**config.mk**
```make
export PLATFORM = sky130hd
export DESIGN_NAME = global_ctrl_regs
export DESIGN_NICKNAME = d
export VERILOG_FILES = /design/src/rtl/global_ctrl_regs.v
export VERILOG_INCLUDE_DIRS = /design/src /design/src/rtl
export SDC_FILE = /design/constraint.sdc
export NUM_CORES = 1
export LEC_CHECK = 0
export BUFFER_PORTS_ARGS = -buffer_cell sky130_fd_sc_hd__buf_4
export CAP_MARGIN = 20
export CORE_MARGIN = 2
export CORE_UTILIZATION = 30
export CTS_CLUSTER_DIAMETER = 150
export DETAILED_ROUTE_END_ITERATION = 8
export SLEW_MARGIN = 10
export SYNTH_ARGS = -nofsm -noshare
export SYNTH_HDL_FRONTEND = slang
export SYNTH_SLANG_ARGS = --single-unit
```
**constraint.sdc**
```tcl
create_clock -name i_clk -period 5.72 [get_ports i_clk]
set_clock_uncertainty 0.15 [all_clocks]
set_input_delay 0.572 -clock i_clk [delete_from_list [all_inputs] [get_ports i_clk]]
set_output_delay 0.572 -clock i_clk [all_outputs]
set_load 0.01 [all_outputs]
```
**src/rtl/global_ctrl_consts.vh**
```
/*
  Offsets, field positions, reset values and timing counts of the global
  control register bank. Included by the bank module only.
*/
`ifndef GLOBAL_CTRL_CONSTS_VH
`define GLOBAL_CTRL_CONSTS_VH

`define GC_ADDR_PAGE 8'h00
`define GC_ADDR_SRST 8'h01
`define GC_ADDR_REFCFG 8'h02
`define GC_ADDR_SUPPLY 8'h03
`define GC_ADDR_MISC 8'h04
`define GC_ADDR_IRQ_STS 8'h08
`define GC_ADDR_IRQ_MSK 8'h09

`define GC_RST_PAGE 8'h00
`define GC_RST_REFCFG 8'h00
`define GC_RST_SUPPLY_WAKE 1'b0
`define GC_RST_MISC 8'h00
`define GC_RST_IRQ 3'h0

`define GC_BIT_SRST 0
`define GC_QCHG_HI 5
`define GC_QCHG_LO 4
`define GC_BIT_SLEEP_EXIT 3
`define GC_BIT_ANA_MODE 2
`define GC_BIT_IO_MODE 1
`define GC_BIT_AWAKE 0
`define GC_BIT_ANA_FLAG 7
`define GC_BIT_IO_FLAG 6
`define GC_BIT_LOW_FLAG 1
`define GC_BIT_LOW_WAKE 0
`define GC_BIT_IGN_CLK 6
`define GC_BIT_BCAST 1

// Charge times in microseconds; counts derived at 100 MHz
`define GC_CLK_MHZ 100
`define GC_QCHG0_US 3500
`define GC_QCHG1_US 10000
`define GC_QCHG2_US 50000
`define GC_QCHG3_US 100000
`define GC_QCHG0_CYC (`GC_QCHG0_US * `GC_CLK_MHZ)
`define GC_QCHG1_CYC (`GC_QCHG1_US * `GC_CLK_MHZ)
`define GC_QCHG2_CYC (`GC_QCHG2_US * `GC_CLK_MHZ)
`define GC_QCHG3_CYC (`GC_QCHG3_US * `GC_CLK_MHZ)

`endif

```
**src/rtl/global_ctrl_regs.v**
```verilog
/*
  Global control and status register bank: page select, software reset,
  reference quick-charge timer, sleep control, supply modes with forced
  overrides, low-supply shutdown status, clock-error action, broadcast
  addressing and a small interrupt block.
  Assumes a one-clock register port (read data one cycle after the read
  strobe) and supply/shutdown/clock-error indications from analog logic
  in other domains, synchronised here.
*/
// Chosen here: the plain strobed port.
`include "global_ctrl_consts.vh"

module global_ctrl_regs #(
  parameter [31:0] QCHG0_CYC = `GC_QCHG0_CYC,
  parameter [31:0] QCHG1_CYC = `GC_QCHG1_CYC,
  parameter [31:0] QCHG2_CYC = `GC_QCHG2_CYC,
  parameter [31:0] QCHG3_CYC = `GC_QCHG3_CYC
) (
  input wire i_clk,
  input wire i_rst,
  input wire [7:0] i_addr,
  input wire [7:0] i_wdata,
  input wire i_wr,
  input wire i_rd,
  output reg [7:0] o_rdata,
  input wire i_ana_high,
  input wire i_io_high,
  input wire i_low_shutdown,
  input wire i_clk_err,
  output reg [7:0] o_page,
  output reg o_awake,
  output reg o_dig_reg_en,
  output reg o_ref_en,
  output reg o_ref_qchg,
  output reg o_ana_direct,
  output reg o_io_low_only,
  output reg o_clk_shutdown,
  output reg o_bcast_en,
  output reg o_irq
);

  reg [7:0] page_q;
  reg [7:0] refcfg_q;
  reg low_wake_q;
  reg [7:0] misc_q;
  reg [2:0] irq_sts_q;
  reg [2:0] irq_msk_q;
  reg [1:0] ana_s_q, io_s_q, low_s_q, cerr_s_q;
  reg low_prev_q, cerr_prev_q, sleep_prev_q;
  reg [31:0] qchg_cnt_q;
  reg low_latch_q;
  reg srst_q;
  reg [7:0] rd_d;
  reg [31:0] qchg_len;
  wire ana_flag, io_flag, low_flag, cerr;
  wire low_rise, cerr_rise, wake_edge, awake_eff;
  wire [2:0] irq_ev;
  wire clr;

  // Detector inputs come from other domains
  always @(posedge i_clk) begin
    if (i_rst) begin
      ana_s_q <= 2'h0;
      io_s_q <= 2'h0;
      low_s_q <= 2'h0;
      cerr_s_q <= 2'h0;
    end else begin
      ana_s_q <= {ana_s_q[0], i_ana_high};
      io_s_q <= {io_s_q[0], i_io_high};
      low_s_q <= {low_s_q[0], i_low_shutdown};
      cerr_s_q <= {cerr_s_q[0], i_clk_err};
    end
  end

  assign ana_flag = ana_s_q[1];
  assign io_flag = io_s_q[1];
  assign low_flag = low_s_q[1];
  assign cerr = cerr_s_q[1];
  assign low_rise = low_flag & ~low_prev_q;
  assign cerr_rise = cerr & ~cerr_prev_q;

  assign clr = i_rst | srst_q;

  // A shutdown latches until the host writes the awake bit again
  // wake option after shutdown
  assign awake_eff = refcfg_q[`GC_BIT_AWAKE] &
                     ~(low_latch_q & ~low_wake_q) &
                     ~(cerr & ~misc_q[`GC_BIT_IGN_CLK]);
  assign wake_edge = awake_eff & ~sleep_prev_q;
  assign irq_ev = {cerr_rise, low_rise, wake_edge};

  always @* begin
    case (refcfg_q[`GC_QCHG_HI:`GC_QCHG_LO])
      2'h0: qchg_len = QCHG0_CYC;
      2'h1: qchg_len = QCHG1_CYC;
      2'h2: qchg_len = QCHG2_CYC;
      default: qchg_len = QCHG3_CYC;
    endcase
  end

  always @(posedge i_clk) begin
    if (clr) begin
      page_q <= `GC_RST_PAGE;
      refcfg_q <= `GC_RST_REFCFG;
      low_wake_q <= `GC_RST_SUPPLY_WAKE;
      misc_q <= `GC_RST_MISC;
      irq_msk_q <= `GC_RST_IRQ;
      low_latch_q <= 1'b0;
    end else begin
      if (i_wr) begin
        case (i_addr)
          `GC_ADDR_PAGE: page_q <= i_wdata;
          `GC_ADDR_REFCFG: refcfg_q <= i_wdata;
          `GC_ADDR_SUPPLY: low_wake_q <= i_wdata[`GC_BIT_LOW_WAKE];
          `GC_ADDR_MISC: misc_q <= i_wdata;
          `GC_ADDR_IRQ_MSK: irq_msk_q <= i_wdata[2:0];
          default: ;
        endcase
      end
      // shutdown seen; cleared by rewriting awake
      if (low_rise)
        low_latch_q <= 1'b1;
      else if (i_wr && i_addr == `GC_ADDR_REFCFG && i_wdata[`GC_BIT_AWAKE])
        low_latch_q <= 1'b0;
    end
  end

  always @(posedge i_clk) begin
    if (i_rst)
      srst_q <= 1'b0;
    else
      srst_q <= i_wr && i_addr == `GC_ADDR_SRST && i_wdata[`GC_BIT_SRST] && !srst_q;
  end

  // Status: set wins over the read clear
  always @(posedge i_clk) begin
    if (clr)
      irq_sts_q <= `GC_RST_IRQ;
    else if (i_rd && i_addr == `GC_ADDR_IRQ_STS)
      irq_sts_q <= irq_ev;
    else
      irq_sts_q <= irq_sts_q | irq_ev;
  end

  // Edge history survives a soft reset, else a still-high detector looks like a new event
  always @(posedge i_clk) begin
    if (i_rst) begin
      low_prev_q <= 1'b0;
      cerr_prev_q <= 1'b0;
    end else begin
      low_prev_q <= low_flag;
      cerr_prev_q <= cerr;
    end
  end

  // quick-charge timer restarts at each wake
  always @(posedge i_clk) begin
    if (clr) begin
      qchg_cnt_q <= 32'h0;
      sleep_prev_q <= 1'b0;
    end else begin
      sleep_prev_q <= awake_eff;
      if (wake_edge)
        qchg_cnt_q <= qchg_len;
      else if (!awake_eff)
        qchg_cnt_q <= 32'h0;
      else if (qchg_cnt_q != 32'h0)
        qchg_cnt_q <= qchg_cnt_q - 32'h1;
    end
  end

  always @* begin
    rd_d = 8'h00;
    case (i_addr)
      `GC_ADDR_PAGE: rd_d = page_q;
      `GC_ADDR_SRST: rd_d = 8'h00;
      `GC_ADDR_REFCFG: rd_d = refcfg_q;
      `GC_ADDR_SUPPLY: rd_d = {ana_flag, io_flag, 4'h0, low_latch_q, low_wake_q};
      `GC_ADDR_MISC: rd_d = misc_q;
      `GC_ADDR_IRQ_STS: rd_d = {5'h00, irq_sts_q};
      `GC_ADDR_IRQ_MSK: rd_d = {5'h00, irq_msk_q};
      default: rd_d = 8'h00;
    endcase
  end

  always @(posedge i_clk) begin
    if (i_rst) begin
      o_rdata <= 8'h00;
      o_page <= `GC_RST_PAGE;
      o_awake <= 1'b0;
      o_dig_reg_en <= 1'b0;
      o_ref_en <= 1'b0;
      o_ref_qchg <= 1'b0;
      o_ana_direct <= 1'b0;
      o_io_low_only <= 1'b0;
      o_clk_shutdown <= 1'b0;
      o_bcast_en <= 1'b0;
      o_irq <= 1'b0;
    end else begin
      o_rdata <= i_rd ? rd_d : 8'h00;
      o_page <= page_q;
      o_awake <= awake_eff;
      o_dig_reg_en <= awake_eff;
      o_ref_en <= awake_eff & refcfg_q[`GC_BIT_SLEEP_EXIT];
      o_ref_qchg <= awake_eff & refcfg_q[`GC_BIT_SLEEP_EXIT] & (qchg_cnt_q != 32'h0);
      o_ana_direct <= refcfg_q[`GC_BIT_ANA_MODE] & ~ana_flag;
      o_io_low_only <= refcfg_q[`GC_BIT_IO_MODE] & ~io_flag;
      o_clk_shutdown <= cerr & ~misc_q[`GC_BIT_IGN_CLK];
      o_bcast_en <= misc_q[`GC_BIT_BCAST];
      o_irq <= |(irq_sts_q & irq_msk_q);
    end
  end

endmodule // global_ctrl_regs

```
==> results of run 1 <==
-- area by class of cell --
type,count,area share
multi-input cells,360,0.417
flip-flops and latches,100,0.393
repair buffers,54,0.0796
clock buffers,10,0.0469
well taps,180,0.0442
clock inverters,5,0.0120
inverters,10,0.00737
-- worst max-delay path, stage by stage (launching register included) --
cell and delay [ps]:
dfxtp_1 330, inv_1 80, ha_1 170, or4b_1 560
nor4_1 300, buf_4 230, nand4_1 500, nand2_1 390
o22ai_1 110
-- registers in the layout, summed over array words and instances (netlist names), 2 cells and up --
register / cells
o_rdata: 8
qchg_cnt_q: 32
cerr_s_q: 2
refcfg_q: 8
ana_s_q: 2
low_s_q: 2
o_page: 8
irq_sts_q: 3
misc_q: 8
io_s_q: 2
irq_msk_q: 3
page_q: 8
-- power breakdown --
group	internal, mW	switching [mW]
Clock	0.350	0.269
Combinational	0.0171	0.0259
Sequential	0.701	0.00243
-- routing by layer --
| metal | GRT usage | up-vias | wire, um |
|---|---|---|---|
| met5 | 0 | - | 0 |
| met4 | 0.0611 | 0 | 244 |
| met3 | 0.0411 | 22 | 497 |
| met2 | 0.268 | 107 | 5610 |
| met1 | 0.195 | 1836 | 5140 |
| li1 | - | 1886 | - |
-- cells by family after synthesis --
group           count (synthesis)  synth area share
simple gates                  220             0.275
compound gates                123             0.175
buf+inv                        41            0.0380
xor+xnor                        4           0.00819
flops                         100             0.468
mux                             5            0.0120
fa+ha+maj                       8            0.0234
-- final timing paths --
kind,to,depth (start not counted)
worst max-delay path,qchg_cnt_q[23],8
worst min-delay path,low_s_q[0],2
worst max register to register,qchg_cnt_q[23],8
worst min register to register,cerr_s_q[1],1
-- metrics by stage --
stage          utilization  total power, mW  area [um2]  setup slack (ps)  hold WS, ps
3_3_place_gp         0.345            0.761        4790              2650          271
6_report             0.367             1.36        5090              2760          284
5_1_grt              0.367             1.41        5090              2560          287
3_5_place_dp         0.345            0.762        4790              2640          270
2_1_floorplan            -            0.739        4280              2980          248
4_1_cts              0.367             1.38        5090              2790          275
-- cell usage in the layout, fill, tap and decap left out, types with 2 or more instances in the layout --
cell type and n:
clkinvlp_4 3, o21ai_0 19, nand2_1 53, mux2i_1 4, a222oi_1 6, nor2_1 29, dfxtp_1 100, nor4_1 9
xnor2_1 3, nand4b_1 2, a21oi_1 58, or2_2 6, nor3b_1 2, or4_1 9, o31ai_1 8, nand3_1 34
o211ai_1 3, nor4b_1 3, ha_1 8, and2_1 2, nand4_1 3, o22ai_1 3, clkbuf_16 9, nor3_1 17
inv_1 10, buf_4 54, or3_2 5, a211oi_1 4, nor4_2 3, nor2b_1 23, nand2b_1 5, and2b_2 2
or3_1 3, a31oi_1 6, and3_1 4, a22oi_1 8
-- Yosys cell counts (all sizes together) (2+ instances only) --
master  number
ha           8
a222oi       6
nor3        17
a21oi       58
nor4        12
nor2        29
xnor2        3
nand4b       2
nor2b       23
a22oi        8
or2          6
o21ai       19
o31ai        8
nand2b       5
nand4        3
and2b        2
nand3       34
a31oi        6
nor3b        2
o22ai        3
mux2i        4
o211ai       3
a211oi       4
clkbuf      27
dfxtp      100
or4         11
buf          4
nand2       53
nor4b        3
or3          8
and2         2
inv         10
and3         4
==> flow_summary.ini, run 1 <==
[grt]
grt_start_max_net_pins = 44
antenna_found_initial = 0
grt_overflow = 0
grt_pass1_wl_mm = 18.8
grt_pass1_vias = 3789
grt_util_all_layers = 0.159

[timing]
max_freq_mhz = 338
slew_violations = 0
rsz0062_at_grt = false
finalCritPeriodShare = 0.518
finalHoldViolCount = 0
finalSetupViolCount = 0
tightest_slew_ps = 939
fin_setup_tns_ps = 0
fin_crit_ps = 2960
maxSlewHeadroom = 0.368

[cts]
insertion_delay_ps = 360
clk_path_buf_depth = 2
cts_resized = 0
numClockSinks = 100
post-cts-setup-buffers = 0
cts_tree = yes
cts-buffers-inserted = 9
cts.hold.buffers_added = 0
clock-root-buffer = clkbuf_16
h-tree-depth = 3
cts.clk_slew.worst_paths_ps = 60

[power]
p_leak_nw = 1.97
peakVddDrop_mv = 0.133
powerDensity_mw_per_mm2 = 268

[floorplan]
core.rowCount = 43
die_y_um = 123
start_util = 0.308
die_area_mm2 = 0.0152
dieWidth_um = 123
ioPinCount = 49
core_area_mm2 = 0.0139

[worst_hold_path]
hold_path.startpoint = i_low_shutdown
min_path_type = primary input to flip-flop

[drt]
wire_per_inst_um = 16.0
ant_nets = 0
dr.first_iter.drc_count = 189
route.detailed.drc = 0
firstDrtPassIters = 5
detail_route.vias_per_cell = 5.36
num_vias = 3851
wl_mm = 11.5

[setup_path]
critPathLaunchType = flip-flop
timing.rr.start = qchg_cnt_q[0]
arrival_ps = 3040
r2r_slack_ps = 2760
worst-setup-path-type = flip-flop to flip-flop
end_kind = flip-flop
cp_max_fo = 12
crit_required_ps = 5800
startpoint = qchg_cnt_q[0]

[finish]
drive_gt1_frac = 0.169
area_growth_pct = 19.0
multi_input_area_mm2 = 0.00212
regArea_mm2 = 0.00200
fin_nets = 567
diodes = 0
instances_no_fill = 719
fillers = 1417

[logic_synthesis]
synth_cell_type_count = 53
synth_largest_area_cell = dfxtp_1
syn_nets = 533
yosys_warnings = 0
synthTopCellsByArea = dfxtp_1 (47%), a21oi_1 (6.8%), nand2_1 (4.6%)
yosys.area.top_type_share = 0.468
synthCells = 501
synth_edf_count = 0
netlist_area_mm2 = 0.00428
ys.flop_type = dfxtp_1
yosysSeqAreaShare = 0.468
syn_avg_cell_area_um2 = 8.54
synth_seq_cells = 100
async_flop_share = 0

[placement]
globalplace.congestion = 0.841
hpwl_mm = 8.02
dp_cells = 704
port_buffers = 48

[run]
drv_cap = 0

[status]
run_status = finished, final reports clean
(Power assumes the default switching activity.)
==> run 2, diff against run 1 <==
==> constraint.sdc (replaced) <==
create_clock -name i_clk -period 2.95 [get_ports i_clk]
set_clock_uncertainty 0.15 [all_clocks]
set_input_delay 0.295 -clock i_clk [delete_from_list [all_inputs] [get_ports i_clk]]
set_output_delay 0.295 -clock i_clk [all_outputs]
set_load 0.01 [all_outputs]
==> run 2 against run 1 <==
Effect of this change:
- worst hold slack got worse by 270 ps
- total power up 88%
- utilization up 0.85 points
- final cell count increased by 2.6%
- via count grew 2.8%
- sequential power grew 93%
- register-to-register slack lost 2600 ps
- combinational power increased by 100%
- die area unchanged
- design area rose by 2.3%
- largest power group unchanged
- highest routed layer unchanged
==> flow_summary.ini, run 2 (synthesis results as in run 1) <==
[status]
run_status = finished, final reports clean

[drt]
wire_per_inst_um = 15.6
detail_route.vias_per_cell = 5.37
num_vias = 3960
route.detailed.drc = 0
firstDrtPassIters = 5
dr.first_iter.drc_count = 334
ant_nets = 0
wl_mm = 11.5

[finish]
fillers = 1429
area_growth_pct = 21.7
regMostFlops = qchg_cnt_q
regArea_mm2 = 0.00200
instances_no_fill = 738
final_cell_mix = dfxtp_1 (100), buf_4 (70), a21oi_1 (58)
largest_register_ffs = 32
diodes = 0
final_common_cell = dfxtp_1
multi_input_area_mm2 = 0.00212
postLayoutCellArea_mm2 = 0.00521
fin_nets = 585
drive_gt1_frac = 0.190

[cts]
post-cts-setup-buffers = 0
clock-root-buffer = clkbuf_16
clk_path_buf_depth = 2
cts_tree = yes
cts_resized = 0
cts-buffers-inserted = 9
insertion_delay_ps = 350
cts.clk_slew.worst_paths_ps = 70
numClockSinks = 100
h-tree-depth = 3

[setup_path]
critPathLaunchType = flip-flop
cp_max_fo = 9
worstRegToRegCells = 7
end_kind = flip-flop
arrival_ps = 2900
worst-setup-path-type = flip-flop to flip-flop
crit_family = simple AND/OR/NAND/NOR gates
worstPathCellList = inv_1 > ha_1 > or4b_1 > or4_4 > a211o_4 > or4_1 > a21oi_1
path_buf_inv = 1
timing.rr.start = qchg_cnt_q[0]
crit_required_ps = 3080
r2r_slack_ps = 180
critical_path.max_stage_delay_ps = 540
cp_slowest_cell = or4_4
r2r-end = qchg_cnt_q[30]

[timing]
rsz0062_at_grt = false
fin_setup_tns_ps = 0
slew_violations = 0
max_freq_mhz = 361
finalHoldViolCount = 0
finalSetupViolCount = 0
maxSlewHeadroom = 0.580
finalCritPeriodShare = 0.940
tightest_slew_ps = 625
fin_crit_ps = 2770
fin_ws_ps = 177

[floorplan]
dieWidth_um = 123
core_area_mm2 = 0.0139
start_util = 0.308
ioPinCount = 49
die_y_um = 123
core.rowCount = 43
die_area_mm2 = 0.0152

[power]
pwr-share-comb = 0.034
peakVddDrop_mv = 0.404
powerDensity_mw_per_mm2 = 494
power.share.clock = 0.436
p_leak_nw = 2.06
switching_share = 0.224
power.share.sequential = 0.530
internal-power_mw = 2.00
net-switching-power_uw = 575

[run]
drv_cap = 0

[worst_hold_path]
min_path_type = primary input to flip-flop
min_path_cells = 2
worst_hold_path.endpoint = cerr_s_q[0]
hold_path.startpoint = i_clk_err

[placement]
port_buffers = 48
dp_cells = 720
globalplace.congestion = 0.881
hpwl_mm = 8.13
dpl-instance-area_mm2 = 0.00491
dp_slack_ps = 190

[grt]
grt_start_max_net_pins = 43
grt_overflow = 0
grt-busiest-layer = met2
grt_util_met1 = 0.199
grt_use_met3 = 0.0457
gr-usage-met2 = 0.260
grt_pass1_vias = 3779
antenna_found_initial = 0
grt_pass1_wl_mm = 18.8
grt_util_all_layers = 0.159
-- run 2: cell count changes in the layout (fill, tap and decap cells not counted), sizes merged --
cell	change
clkinv	+2
clkbuf	+2
inv	+1
buf	+16
dlygate4sd3	+2
clkinvlp	-3
bufinv	-1
-- run 2: timing repair --
| action | 4_1_cts | 5_1_grt |
|---|---|---|
| setup endpoints to repair | 0 | 0 |
| hold buffers | 2 | 0 |
| endpoints found under the hold margin | 2 | 0 |
-- run 2: per-stage QoR --
stage | power (mW) | hold slack (ps) | utilization
global route | 2.66 | 20.9 | 0.375
finish | 2.57 | 12.1 | 0.375
global placement | 1.48 | 268 | 0.354
detailed placement | 1.48 | 272 | 0.354
CTS | 2.59 | 6.75 | 0.375
floorplan | 1.43 | 217 | -
-- run 2: worst max-delay path by stage --
stage             startpoint        endpoint  slack (ps)  cells after the start
2_1_floorplan  qchg_cnt_q[0]  qchg_cnt_q[30]         210                      8
3_5_place_dp   qchg_cnt_q[0]  qchg_cnt_q[30]         190                      7
5_1_grt        qchg_cnt_q[0]  qchg_cnt_q[14]          60                     10
3_3_place_gp   qchg_cnt_q[0]  qchg_cnt_q[30]         240                      7
4_1_cts        qchg_cnt_q[0]  qchg_cnt_q[30]         180                      7
6_report       qchg_cnt_q[0]  qchg_cnt_q[30]         180                      7
-- run 2: power by group through the flow --
stage	clock [mW]	combinational, mW	sequential [mW]
5_1_grt	1.20	0.0957	1.36
2_1_floorplan	0	0.0411	1.39
4_1_cts	1.14	0.0884	1.36
3_5_place_dp	0	0.0860	1.39
6_report	1.12	0.0881	1.36
3_3_place_gp	0	0.0848	1.39
-- run 2: layout make-up --
class	instances	share of cell area
Multi-Input combinational cell	360	0.407
Sequential cell	100	0.384
Timing Repair Buffer	72	0.105
Clock buffer	12	0.0473
Tap cell	180	0.0432
Inverter	10	0.00721
Clock inverter	4	0.00601
-- run 2: layer usage --
metal / share of wire / wire (um) / vias up
met5: 0 / 0 / -
met4: 0.014 / 163 / 0
met3: 0.054 / 625 / 14
met2: 0.48 / 5550 / 134
met1: 0.45 / 5180 / 1901
li1: - / - / 1911
